===== config.mk =====
export PLATFORM = sky130hd
export DESIGN_NAME = timer_pwm_comparator_counter
export DESIGN_NICKNAME = d
export VERILOG_FILES = /design/src/verilog/tmr_pkg.sv /design/src/verilog/tmr_prescaler.sv /design/src/verilog/tmr_deadband.sv /design/src/verilog/timer_pwm_comparator_counter.sv
export VERILOG_INCLUDE_DIRS = /design/src /design/src/verilog
export SDC_FILE = /design/constraint.sdc
export NUM_CORES = 1
export LEC_CHECK = 0
export CAP_MARGIN = 20
export CELL_PAD_IN_SITES_DETAIL_PLACEMENT = 0
export CELL_PAD_IN_SITES_GLOBAL_PLACEMENT = 1
export CORE_AREA = 3 3 141 143
export CTS_CLUSTER_SIZE = 14
export DETAILED_ROUTE_END_ITERATION = 7
export DIE_AREA = 0 0 144 146
export DONT_BUFFER_PORTS = 1
export PLACE_DENSITY = 0.62
export SLEW_MARGIN = 20
export SYNTH_ARGS = -nofsm -noshare
export SYNTH_HDL_FRONTEND = slang
export SYNTH_SLANG_ARGS = --single-unit

===== constraint.sdc =====
create_clock -name core_clk_i -period 2.8 [get_ports core_clk_i]
set_input_delay 0 -clock core_clk_i [delete_from_list [all_inputs] [get_ports core_clk_i]]
set_output_delay 0 -clock core_clk_i [all_outputs]
set_load 0.005 [all_outputs]

===== src/verilog/tmr_consts.svh =====
// timing counts, register offsets, field positions and reset values
`ifndef TMR_CONSTS_SVH
`define TMR_CONSTS_SVH
`define OFS_CTRL      8'h00
`define OFS_CTRL2     8'h04
`define OFS_COUNT     8'h08
`define OFS_MATCH     8'h0c
`define OFS_RELOAD    8'h10
`define OFS_DEADBAND  8'h14
`define CTRL_EN_BIT   7
`define CTRL_POL_BIT  6
`define CTRL_PRE_LSB  3
`define CTRL_MODE_LSB 0
`define CTRL2_MHI_BIT 0
`define CTRL2_OEN_BIT 1
`define COUNT_RELOAD  16'h0001
`define COUNT_RST     16'h0000
`define RELOAD_RST    16'hffff
`define DB_MAX        8'd128
`endif


===== src/verilog/tmr_pkg.sv =====
// types shared by the timer files
package tmr_pkg;
  typedef enum logic [1:0] {
    MODE_OFF,
    MODE_CMP_COUNT,
    MODE_PWM_SINGLE,
    MODE_PWM_DUAL
  } tmr_mode_e;

  // wishbone classic slave request
  typedef struct packed {
    logic        cyc;
    logic        stb;
    logic        we;
    logic [7:0]  adr;
    logic [3:0]  sel;
    logic [31:0] dat;
  } wb_req_s;

  // pin-side outputs
  typedef struct packed {
    logic out;
    logic out_oe;
    logic comp;
    logic comp_oe;
  } tmr_pins_s;
endpackage


===== src/verilog/tmr_prescaler.sv =====
// prescaler: one-cycle tick every 2^sel system clocks
`timescale 1ns/1ps
module tmr_prescaler #(
  parameter int SEL_W = 3
) (
  input  wire logic             core_clk_i,
  input  wire logic             rst_n_i,
  input  wire logic             run_i,
  input  wire logic [SEL_W-1:0] sel_i,
  output logic                  tick_o
);
  initial begin
    if (SEL_W != 3) $error("prescaler select must be 3 bits");
  end

  logic [6:0] cnt_r;
  logic [6:0] cnt_nxt;
  logic [6:0] lim;

  // limit is 2^sel - 1, so divide ranges over 1 to 128
  always_comb begin
    lim     = 7'((8'd1 << sel_i) - 8'd1);
    cnt_nxt = cnt_r;
    tick_o  = 1'b0;
    if (!run_i) begin
      cnt_nxt = 7'h00;
    end else if (cnt_r >= lim) begin
      cnt_nxt = 7'h00;
      tick_o  = 1'b1;
    end else begin
      cnt_nxt = cnt_r + 7'h01;
    end
  end

  always_ff @(posedge core_clk_i) begin
    if (!rst_n_i) cnt_r <= 7'h00;
    else          cnt_r <= cnt_nxt;
  end
endmodule // tmr_prescaler


===== src/verilog/tmr_deadband.sv =====
// dead band: delays each rising edge of a level by db_i clocks
`timescale 1ns/1ps
module tmr_deadband (
  input  wire logic       core_clk_i,
  input  wire logic       rst_n_i,
  input  wire logic       lvl_i,
  input  wire logic [7:0] db_i,
  output logic            lvl_o
);
  logic       out_r;
  logic       out_nxt;
  logic [7:0] cnt_r;
  logic [7:0] cnt_nxt;

  // falls follow at once; rises wait db_i cycles of steady high input
  always_comb begin
    out_nxt = out_r;
    cnt_nxt = cnt_r;
    if (!lvl_i) begin
      out_nxt = 1'b0;
      cnt_nxt = 8'h00;
    end else if (!out_r) begin
      // count the edge that sets out_r, so a rise lands db_i clocks late
      if (cnt_r + 8'h01 >= db_i) begin
        out_nxt = 1'b1;
      end else begin
        cnt_nxt = cnt_r + 8'h01;
      end
    end
  end

  always_ff @(posedge core_clk_i) begin
    if (!rst_n_i) begin
      out_r <= 1'b0;
      cnt_r <= 8'h00;
    end else begin
      out_r <= out_nxt;
      cnt_r <= cnt_nxt;
    end
  end

  // zero delay passes the level combinationally, same edge as source
  // falls pass at once, so the partner's delayed rise leaves a gap
  assign lvl_o = lvl_i & ((db_i == 8'h00) | out_r);
endmodule // tmr_deadband


===== src/verilog/timer_pwm_comparator_counter.sv =====
// top: 16-bit reload timer, comparator counter and pwm modes, wb slave
//
// Chosen here: the Wishbone slave port and the placing of the registers.
`timescale 1ns/1ps
`include "tmr_consts.svh"
// Contract
// - comparator mode counts comparator edges; polarity bit picks rising or falling.
// - comparator mode bypasses prescaler; each qualifying edge adds exactly one.
// - comparator mode: at reload value raise interrupt, load 0001h, continue.
// - comparator mode: toggle timer output at each reload when output enabled.
// - comparator mode: polarity bit sets initial output level, enabled or not.
// - comparator mode: written start count used first pass only, then 0001h.
// - pwm modes count prescaled clock, toggle output on match value.
// - pwm modes: continue to reload, raise interrupt, load 0001h, resume.
// - polarity one: output starts high, low at match, high at reload.
// - polarity zero: output starts low, high at match, low at reload.
// - pwm modes: written start count affects first pass only.
// - dual pwm drives second output, inverse of primary output.
// - dual pwm delays each rising edge on both outputs by 0-128 clocks.
// - dual pwm turns shared input pin into complementary output automatically.
// - prescaler divides system clock by 1 to 128 where used.
// - 16-bit up counter wraps FFFFh to 0000h without reload.
module timer_pwm_comparator_counter (
  input  wire logic               core_clk_i,
  input  wire logic               rst_n_i,
  input  wire tmr_pkg::wb_req_s   wb_req_i,
  output logic [31:0]             wb_dat_o,
  output logic                    wb_ack_o,
  input  wire logic               cmp_out_i,
  input  wire logic               tin_i,
  output tmr_pkg::tmr_pins_s      pins_o,
  output logic                    tin_sync_o,
  output logic                    reload_o
);
  import tmr_pkg::*;

  logic [7:0]  ctrl_r,   ctrl_nxt;
  logic [1:0]  ctrl2_r,  ctrl2_nxt;
  logic [15:0] count_r,  count_nxt;
  logic [15:0] match_r,  match_nxt;
  logic [15:0] reload_r, reload_nxt;
  logic [7:0]  db_r,     db_nxt;
  logic        tout_r,   tout_nxt;
  logic        ack_r,    ack_nxt;
  logic [31:0] rdat_r,   rdat_nxt;
  logic        cmp_s1_r, cmp_s2_r, cmp_s3_r;
  logic        tin_s1_r, tin_s2_r;
  logic        en_d_r;

  tmr_mode_e   mode;
  logic        en;
  logic        pol;
  logic        tick;
  logic        pre_tick;
  logic        cmp_edge;
  logic        at_reload;
  logic        at_match;
  logic        wr;
  logic        rd;
  logic        pwm_mode;
  logic        db_pri;
  logic        db_cmp;

  // byte-enable merge of a 16-bit register
  function automatic logic [15:0] merge16(input logic [15:0] old,
                                          input logic [31:0] dat,
                                          input logic [3:0]  sel);
    logic [15:0] r;
    r = old;
    if (sel[0]) r[7:0]  = dat[7:0];
    if (sel[1]) r[15:8] = dat[15:8];
    return r;
  endfunction

  // mode decode: two control bits plus bit 0 of the second control
  always_comb begin
    en  = ctrl_r[`CTRL_EN_BIT];
    pol = ctrl_r[`CTRL_POL_BIT];
    case ({ctrl2_r[`CTRL2_MHI_BIT], ctrl_r[`CTRL_MODE_LSB +: 2]})
      3'h1:    mode = MODE_CMP_COUNT;
      3'h2:    mode = MODE_PWM_SINGLE;
      3'h6:    mode = MODE_PWM_DUAL;
      default: mode = MODE_OFF;
    endcase
  end

  assign pwm_mode = (mode == MODE_PWM_SINGLE) || (mode == MODE_PWM_DUAL);

  // both off-chip levels pass two flops before use
  always_ff @(posedge core_clk_i) begin
    if (!rst_n_i) begin
      cmp_s1_r <= 1'b0;
      cmp_s2_r <= 1'b0;
      cmp_s3_r <= 1'b0;
      tin_s1_r <= 1'b0;
      tin_s2_r <= 1'b0;
      en_d_r   <= 1'b0;
    end else begin
      cmp_s1_r <= cmp_out_i;
      cmp_s2_r <= cmp_s1_r;
      cmp_s3_r <= cmp_s2_r;
      tin_s1_r <= tin_i;
      tin_s2_r <= tin_s1_r;
      en_d_r   <= en;
    end
  end

  // edge select: polarity 0 rising, 1 falling
  assign cmp_edge = pol ? (cmp_s3_r & ~cmp_s2_r)
                        : (~cmp_s3_r & cmp_s2_r);

  tmr_prescaler #(
    .SEL_W (3)
  ) u_pre (
    .core_clk_i (core_clk_i),
    .rst_n_i    (rst_n_i),
    .run_i      (en && pwm_mode),
    .sel_i      (ctrl_r[`CTRL_PRE_LSB +: 3]),
    .tick_o     (pre_tick)
  );

  // comparator mode ignores the prescaler entirely
  always_comb begin
    tick = 1'b0;
    if (en) begin
      case (mode)
        MODE_CMP_COUNT:  tick = cmp_edge;
        MODE_PWM_SINGLE: tick = pre_tick;
        MODE_PWM_DUAL:   tick = pre_tick;
        default:         tick = 1'b0;
      endcase
    end
  end

  assign at_reload = tick && (count_r == reload_r);
  assign at_match  = tick && pwm_mode && (count_r == match_r);
  assign wr = wb_req_i.cyc && wb_req_i.stb && wb_req_i.we && !ack_r;
  assign rd = wb_req_i.cyc && wb_req_i.stb && !wb_req_i.we && !ack_r;

  // register writes, count advance and output level
  always_comb begin
    ctrl_nxt   = ctrl_r;
    ctrl2_nxt  = ctrl2_r;
    count_nxt  = count_r;
    match_nxt  = match_r;
    reload_nxt = reload_r;
    db_nxt     = db_r;
    tout_nxt   = tout_r;
    if (!en) begin
      // idle level follows the polarity bit in every mode
      tout_nxt = pol;
    end else if (!en_d_r && pwm_mode) begin
      tout_nxt = pol;
    end
    if (at_reload) begin
      count_nxt = `COUNT_RELOAD;
      if (mode == MODE_CMP_COUNT) begin
        if (ctrl2_r[`CTRL2_OEN_BIT]) tout_nxt = ~tout_r;
      end else begin
        tout_nxt = pol;
      end
    end else if (tick) begin
      count_nxt = count_r + 16'h0001;
      if (at_match) tout_nxt = ~pol;
    end
    if (wr) begin
      case (wb_req_i.adr)
        `OFS_CTRL:
          if (wb_req_i.sel[0]) ctrl_nxt = wb_req_i.dat[7:0];
        `OFS_CTRL2:
          if (wb_req_i.sel[0]) ctrl2_nxt = wb_req_i.dat[1:0];
        `OFS_COUNT:  count_nxt  = merge16(count_r, wb_req_i.dat,
                                          wb_req_i.sel);
        `OFS_MATCH:  match_nxt  = merge16(match_r, wb_req_i.dat,
                                          wb_req_i.sel);
        `OFS_RELOAD: reload_nxt = merge16(reload_r, wb_req_i.dat,
                                          wb_req_i.sel);
        `OFS_DEADBAND:
          if (wb_req_i.sel[0]) begin
            db_nxt = (wb_req_i.dat[7:0] > `DB_MAX) ? `DB_MAX
                                                    : wb_req_i.dat[7:0];
          end
        default: ;
      endcase
    end
  end

  // read mux and single-cycle ack; unmapped reads return zero
  always_comb begin
    ack_nxt  = (wb_req_i.cyc && wb_req_i.stb && !ack_r);
    rdat_nxt = rdat_r;
    if (rd) begin
      case (wb_req_i.adr)
        `OFS_CTRL:     rdat_nxt = {24'h0, ctrl_r};
        `OFS_CTRL2:    rdat_nxt = {30'h0, ctrl2_r};
        `OFS_COUNT:    rdat_nxt = {16'h0, count_r};
        `OFS_MATCH:    rdat_nxt = {16'h0, match_r};
        `OFS_RELOAD:   rdat_nxt = {16'h0, reload_r};
        `OFS_DEADBAND: rdat_nxt = {24'h0, db_r};
        default:       rdat_nxt = 32'h0;
      endcase
    end
  end

  always_ff @(posedge core_clk_i) begin
    if (!rst_n_i) begin
      ctrl_r   <= 8'h00;
      ctrl2_r  <= 2'h0;
      count_r  <= `COUNT_RST;
      match_r  <= 16'h0000;
      reload_r <= `RELOAD_RST;
      db_r     <= 8'h00;
      tout_r   <= 1'b0;
      ack_r    <= 1'b0;
      rdat_r   <= 32'h0;
    end else begin
      ctrl_r   <= ctrl_nxt;
      ctrl2_r  <= ctrl2_nxt;
      count_r  <= count_nxt;
      match_r  <= match_nxt;
      reload_r <= reload_nxt;
      db_r     <= db_nxt;
      tout_r   <= tout_nxt;
      ack_r    <= ack_nxt;
      rdat_r   <= rdat_nxt;
    end
  end

  // dead band on both rising edges; dual pair never overlaps high
  tmr_deadband u_db_pri (
    .core_clk_i (core_clk_i),
    .rst_n_i    (rst_n_i),
    .lvl_i      (tout_r),
    .db_i       (db_r),
    .lvl_o      (db_pri)
  );

  tmr_deadband u_db_cmp (
    .core_clk_i (core_clk_i),
    .rst_n_i    (rst_n_i),
    .lvl_i      (~tout_r),
    .db_i       (db_r),
    .lvl_o      (db_cmp)
  );

  // pin drive; shared input pin flips to complement in dual mode
  always_comb begin
    pins_o.out     = (mode == MODE_PWM_DUAL) ? db_pri : tout_r;
    pins_o.out_oe  = ctrl2_r[`CTRL2_OEN_BIT] || (en && pwm_mode);
    pins_o.comp    = (mode == MODE_PWM_DUAL) ? db_cmp : 1'b0;
    pins_o.comp_oe = (mode == MODE_PWM_DUAL);
  end

  assign tin_sync_o = tin_s2_r;
  assign reload_o   = at_reload;
  assign wb_dat_o   = rdat_r;
  assign wb_ack_o   = ack_r;
endmodule // timer_pwm_comparator_counter


==> results of run 1 <==
area by class of cell:
cell class | count | area share [%]
diodes | 2 | 0.0634
clock buffers | 23 | 6.18
clock inverters | 9 | 1.30
inverters | 17 | 0.808
multi-input cells | 617 | 49.2
flip-flops and latches | 115 | 29.2
well taps | 234 | 3.71
repair buffers | 83 | 9.57
cells in the final DEF, fill, tap and decap left out, types with 5 or more instances in the layout:
cell type	n
inv_1	17
o31ai_1	5
ha_1	27
mux2i_1	23
a22oi_1	15
nand3_1	55
xor2_1	31
nand2b_1	8
a21o_1	7
and2_1	10
a21oi_1	47
and3_1	18
dlygate4sd3_1	48
a211oi_1	7
nor2b_1	5
o21ai_0	23
nand4_1	12
conb_1	16
nor3_1	14
nand2_1	85
nor3b_1	7
a31oi_1	17
dfxtp_1	114
a221oi_1	17
buf_4	34
nor2_1	79
xnor2_1	35
clkbuf_16	17
metal layers:
layer / vias up / GRT usage, % / share of wire [%]
li1: 2910 / - / -
met1: 2933 / 25.7 / 41
met2: 195 / 35.5 / 50
met3: 46 / 5.00 / 6.3
met4: 4 / 8.24 / 2.8
met5: - / 0 / 0.12
cell families (layout without fill, tap and decap cells):
logic type	after synthesis	count (layout)	share of synthesized area (%)
AO/OA/AOI/OAI	167	167	17.0
XOR/XNOR	66	66	8.90
adder cells (fa/ha/maj)	27	27	5.20
buffers and inverters	81	132	5.72
flip-flops	115	115	35.4
multiplexers	26	26	4.06
other	1	18	0.0577
AND/OR/NAND/NOR	315	315	23.7
final timing paths:
kind | slack [ns] | startpoint | to | cells after the start
max | 0.14 | ctrl_r[4] | count_r[2] | 9
min | 0.01 | wb_req_i[38] | wb_dat_o[5] | 3
max reg2reg | 0.14 | ctrl_r[4] | count_r[2] | 9
min reg2reg | 0.44 | tin_s1_r | tin_sync_o | 1
tightest hold or removal path, delay by kind of cell:
family / cells / cell delay (ns)
compound gates: 2 / 0.28
simple gates: 1 / 0.08
through the flow:
| step | area, um2 | cells |
|---|---|---|
| 2_1_floorplan | 6550 | 813 |
| 3_3_place_gp | 6790 | 1017 |
| 3_5_place_dp | 6790 | 1017 |
| 4_1_cts | 7880 | 1098 |
| 5_1_grt | 7900 | 1100 |
| 6_report | 7900 | 1100 |
timing repair:
action,4_1_cts,5_1_grt
gates resized for setup,0,6
setup endpoints to repair,0,5
hold buffers,49,0
hold endpoints to repair,115,0
power groups by stage:
stage,sequential (uW),clock [uW],combinational [uW]
floorplan,1680,0,87.7
global placement,1680,0,70.8
detailed placement,1680,0,71.0
CTS,1650,2220,148
global route,1650,2290,160
finish,1650,2190,149
sequential cells by signal, summed over array words and instances (netlist names):
| name | count |
|---|---|
| wb_ack_o | 1 |
| u_pre.cnt_r | 7 |
| cmp_s1_r | 1 |
| tin_sync_o | 1 |
| cmp_s3_r | 1 |
| u_db_cmp.cnt_r | 8 |
| tin_s1_r | 1 |
| wb_dat_o | 16 |
| match_r | 16 |
| ctrl2_r | 2 |
| u_db_pri.cnt_r | 8 |
| db_r | 8 |
| cmp_s2_r | 1 |
| reload_r | 16 |
| u_db_pri.out_r | 1 |
| count_r | 16 |
| tout_r | 1 |
| en_d_r | 1 |
| ctrl_r | 8 |
| u_db_cmp.out_r | 1 |
==> metrics list, run 1 <==
- The flow ran to the end, and the final reports show no timing, DRC or antenna violations.
- The worst setup path is of the flip-flop to flip-flop kind.
* Count of routing violations after the opening detailed-route iteration: 418
* Hold violation total from the final report: 0
- Setup slack closes at 0.142 ns.
- The filler cells instantiated in the layout total 1,891.
- Measured along the x axis, the die boundary spans 144 um.
- Before antenna repair, the detailed router went through 5 iterations.
- For this design, the slowest cell found on the critical path is or4_1.
- Fraction of layout instances using a drive strength above 1: 9.49%
- For this configuration, the core starts out at a cell density of 34.7%.
- Switching power total: 891 uW
- Critical path cell sequence: or3_1 -> ha_1 -> nor2b_1 -> o21ai_2 -> a32oi_2 -> and2_4 -> or3_4 -> or4_1 -> nand3_1
- Fin crit period: 2.66 ns
- After detailed routing, the average wire length per cell comes to 19.9 um.
- Total leakage power: 0.00308 uW
- Hold is met by 0.0106 ns.
* Largest net degree at the start of global routing: 42
- Yosys printed 0 warnings.
- Async set or reset register ratio after synthesis: 0%
* Delay of the slowest critical-path stage: 0.48 ns
- Number of top-level pins: 90
- Startpoint class of the critical path: flip-flop
- Across the VDD grid, the largest voltage drop is 0.422 mV.
* Routed Antenna Nets: 0
- By area the synthesized netlist is led by dfxtp_1 35%, ha_1 5.2%, nand2_1 4.9%, xnor2_1 4.7%, nor2_1 4.6%.
* H-tree depth: 4
- Proportion of synthesized chip area in sequential cells: 35.4%
- The internal power of the cells totals 3090 uW.
- After detailed routing, the number of vias per cell comes to 5.53.
- Number of instances in the synthesized netlist: 798
- Power Total: 3980 uW
- Total Routing Usage GR: 21.1%
- Broken down by cell family, the worst path's largest delay share belongs to simple AND/OR/NAND/NOR gates.
- Setup_tns: 0 ns
- Post-synth top area share: 35.4%
- In the routed design, unresolved DRC markers number 0.
* Height of the die: 146 um
- The worst setup path is captured at a flip-flop.
- The wire-length estimate of the detail-placed layout is 15.1 mm.
- The die covers 0.0210 mm2.
* Number of buffer cells added on primary ports: 0
- The root buffer cell chosen for the clock tree is clkbuf_16.
- The synthesized design contains 115 register bits.
* Number of antenna violations at the first check in global routing: 4
- In this run the power density over the cells is 504 mW/mm2.
- FMAX: 376 MHz
* Vias in the first global route: 6,007
- TritonCTS clock tree: built
- Clock latency on the worst-skew pair, taken at its later pin, is 0.42 ns.
- Total setup violations reported at the end of the flow: 0
- TritonCTS created 17 clock buffers.
- CP max FO: 8
- Net switching is 22.4% of the power.
- Total via count in the routed design: 6,088
- From synthesis to final layout, the design area changed by 21.6%.
- Sink count of the clock tree: 115
* Global-route wire length before repair: 33.9 mm
- In the post-synthesis netlist, the cell with the most instances is dfxtp_1.
* Sequential share of power: 41.3%
* Critical Path AT: 3.02 ns
- Final core occ: 42.2%
- Total Routed Length: 21.8 mm
- Final cycle utilization of the critical path: 94.9%
* Total area of multi-input combinational cells: 0.00388 mm2
- At the worst endpoint, the required time is 3.16 ns.
- Synthesized area per cell: 8.14 um2
- In this run, synthesis inferred 0 flip-flops with an integrated enable.
- In this run the post-CTS setup repair buffer count came out at 0.
* Clock Pin Slew Worst Setup and Hold Paths: 0.06 ns
- Sequential cell area in the final layout: 0.00230 mm2
- Prior to clock tree synthesis, the placed netlist has a worst setup slack of 0.186 ns.
- Post-synth top flop: dfxtp_1
* Number of distinct library cells after synthesis: 62
- Final RePlAce weighted congestion: 0.903
- Worst relative slew slack: 42.8%
- Share of total power in combinational logic: 3.8%
- Setup repair after global routing left no endpoint under its margin.
* Worst clock skew: 0.00757 ns
* Library cell occupying the most area in the post-synthesis netlist: dfxtp_1
* Core region area: 0.0187 mm2
- Max-cap violations in this run came to 0.
* Leading cell types by count after synthesis: 115 x dfxtp_1, 85 x nand2_1, 80 x nor2_1
- The synthesized netlist occupies a cell area of 0.00649 mm2.
* Final #Nets: 929
- At the pin with the least slew margin, the transition time is 0.855 ns.
* Sum of buffers and inverters on the critical path: 0
- Counting along the longest clock path gives a buffer depth of 2.
- Sum of overflow across all layers after global routing: 0
- The number of max-slew violations in the final report is 0.
- Number of rows created at floorplan: 50
* Clock power share: 54.9%
- Worst min-delay path category: input pin to flip-flop
Note: power is estimated with default switching activity, not from simulation.
==> run 2: changes to the inputs <==
GPL_TIMING_DRIVEN = 0   (was not set)
clock period = 3.4 ns   (was 2.8 ns; I/O delays follow)
==> run 2 against run 1 <==
Effect of this change:
- combinational power down 5%
- critical path depth unchanged
- sequential share of layout area up 0.57 points
- utilization down 0.84 points
- register-to-register slack better by 0.25 ns
- largest cell class unchanged
- critical path type unchanged
- maximum frequency down 12%
- count of clock-buffer cells in the layout down 1
==> metrics list, run 2 (synthesized netlist as in run 1, its figures left out) <==
- The flow ran to the end, and the final reports show no timing, DRC or antenna violations.
- Met2 Use GR: 34.9% (-0.58 points)
* Clock Pin Slew Worst Setup and Hold Paths: 0.06 ns (about the same)
* Height of the die: 146 um (unchanged)
- Buffer count from post-CTS setup fixing: 0 (unchanged)
- Worst IR drop on VDD: 0.350 mV (-17%)
- Worst relative slew slack: 41.8% (-0.97 points)
- The required time at the endpoint of the critical path came to 3.72 ns (+0.56 ns).
- The area of the core region was 0.0187 mm2 (unchanged).
- The final setup skew is 0.0114 ns (+0.00383 ns).
- The met3 usage was 4.86% (-0.13 points).
- Slew @ Worst Pin: 0.867 ns (+0.0121 ns)
- The worst hold path begins at wb_req_i[44].
- TritonCTS built the clock tree.
- Global-route wire length before repair: 34.0 mm (+0.24%)
* Commonest cells after routing, fill and taps aside: 115 x dfxtp_1, 85 x nand2_1, 80 x nor2_1
* Final cycle utilization of the critical path: 88.4% (-6.5 points)
- Final #Nets: 934 (+0.54%)
- Sink count of the clock tree: 115 (unchanged)
- Worst reg2reg path endpoint: count_r[5]
- Setup repair after global routing left no endpoint under its margin.
* Worst min-delay path category: input pin to flip-flop
- The worst hold path depth came to 3 (unchanged).
- The worst setup path is launched from a flip-flop.
* Number of antenna violations at the first check in global routing: 3 (-1)
- The depth of the worst register-to-register path was 9 (unchanged).
- Final core occ: 41.4% (-0.84 points)
- The post-detailed-route wirelength per cell came to 19.7 um (-0.52%).
- Root buffer cell: clkbuf_16
- Number of buffer cells added on primary ports: 0 (unchanged)
* Total Routed Length: 21.8 mm (-0.16%)
* Leading cell type in the layout, fill and taps excluded: dfxtp_1
* Effective utilization at floorplan: 34.7% (unchanged)
* Total setup violations reported at the end of the flow: 0 (unchanged)
* H-tree depth: 4 (unchanged)
- The number of search-and-repair iterations in the first detailed-routing pass came to 5 (unchanged).
* FMAX: 333 MHz (-12%)
- STA classifies the critical path endpoint as a flip-flop.
- GR Layer Usage met1: 27.3% (+1.6 points)
- Number of rows created at floorplan: 50 (unchanged)
* Launching point of the worst reg2reg path: ctrl_r[5]
* Layout-stage area growth over the synthesis result: 19.1%
* Number of top-level pins: 90 (unchanged)
- The die boundary width was 144 um (unchanged).
* CTS Buffer Depth: 2 (unchanged)
- The detailed-route vias per instance was 5.46 (-1.4%).
- The setup path with the least slack is of type flip-flop to flip-flop.
* Total leakage power: 0.00304 uW (-1.2%)
- Count of routing violations after the opening detailed-route iteration: 339 (-19%)
- The placer's final routability congestion estimate is 0.870 (-3.6%).
- The via count of the first global-routing pass was 5,865 (-2.4%).
- The time the final worst path needs with I/O delays and setup came to 3.01 ns (+0.348 ns).
- The total power of the final layout is 3500 uW (-12%).
- The number of remaining DRC errors was 0 (unchanged).
* Largest net degree at the start of global routing: 17 (-60%)
- Critical Path AT: 3.32 ns (+0.30 ns)
- The number of max-slew violations in the final report came to 0 (unchanged).
- The total global routing overflow came to 0 (unchanged).
* Total of max-cap violations: 0 (unchanged)
- Total via count in the routed design: 6,024 (-1.1%)
- The residual antenna-violating net count after detailed routing is 0 (unchanged).
* Reg2reg setup slack: 0.39 ns (+0.25 ns)
- The path with the worst hold slack has its endpoint at reload_r[0].
* Fraction of layout instances using a drive strength above 1: 7.36% (-2.1 points)
* Area of the die: 0.0210 mm2 (unchanged)
* CP max FO: 9 (+1)
- The clock insertion delay at the later pin of the skew report is 0.42 ns (about the same).
* Grt peak-use layer: met2
- The power density of the placed cells is 452 mW/mm2 (-10%).
* Total Routing Usage GR: 21.1% (+0.026 points)
- Hold violation total from the final report: 0 (unchanged)
* CTS buffer count: 17 (unchanged)
* Post-DP HPWL: 16.0 mm (+5.8%)
* Setup_tns: 0 ns (unchanged)
==> run 2: where the power goes <==
part           switching, uW  internal (uW)
Sequential              2.54           1350
Combinational           89.5           52.5
Clock                    646           1350
Total                    738           2760
==> run 2: worst max-delay path by stage <==
stage	startpoint	end	slack, ns	depth (start not counted)
global route	count_r[7]	count_r[10]	0.17	9
floorplan	ctrl_r[5]	count_r[2]	0.88	10
CTS	count_r[7]	count_r[10]	0.45	9
detailed placement	count_r[7]	count_r[10]	0.47	9
global placement	count_r[7]	count_r[9]	0.46	9
finish	ctrl_r[5]	count_r[5]	0.39	9
==> run 2: layer usage <==
layer	up-vias	part of all wire, %
li1	2918	-
met1	2909	44
met2	166	49
met3	27	5.5
met4	4	1.4
met5	-	0.12
==> run 2: layout make-up <==
type,count,area (um2)
Multi-Input combinational cell,617,3880
Clock buffer,22,474
Tap cell,234,293
Sequential cell,115,2300
Buffer,64,308
Antenna cell,1,2.50
Timing Repair Buffer,24,240
Fill cell,1905,11000
Inverter,17,63.8
Clock inverter,10,178
==> run 2: per-stage QoR <==
stage               cell area, um2  std cells  setup slack, ns  hold slack [ns]
finish                        7740       1104            0.394          0.00919
global route                  7740       1104            0.168           0.0386
CTS                           7740       1103            0.455          0.00795
detailed placement            6840       1047            0.471            0.130
global placement              6840       1047            0.461            0.128
floorplan                     6550        813            0.877            0.124
==> run 2: timing repair <==
item / CTS / global route
hold buffers: 24 / 0
gates resized for setup: 0 / 0
hold endpoints to repair: 76 / 0
endpoints found under the setup margin: 0 / 0
==> run 2: critical path, cell delays in order (launching register included) <==
cell and delay (ns):
dfxtp_1 0.29, clkbuf_1 0.22, or3_1 0.38, ha_1 0.28, nor2b_1 0.14, o21ai_2 0.11
a31oi_1 0.53, a21oi_1 0.30, or3_1 0.36, a221oi_1 0.28
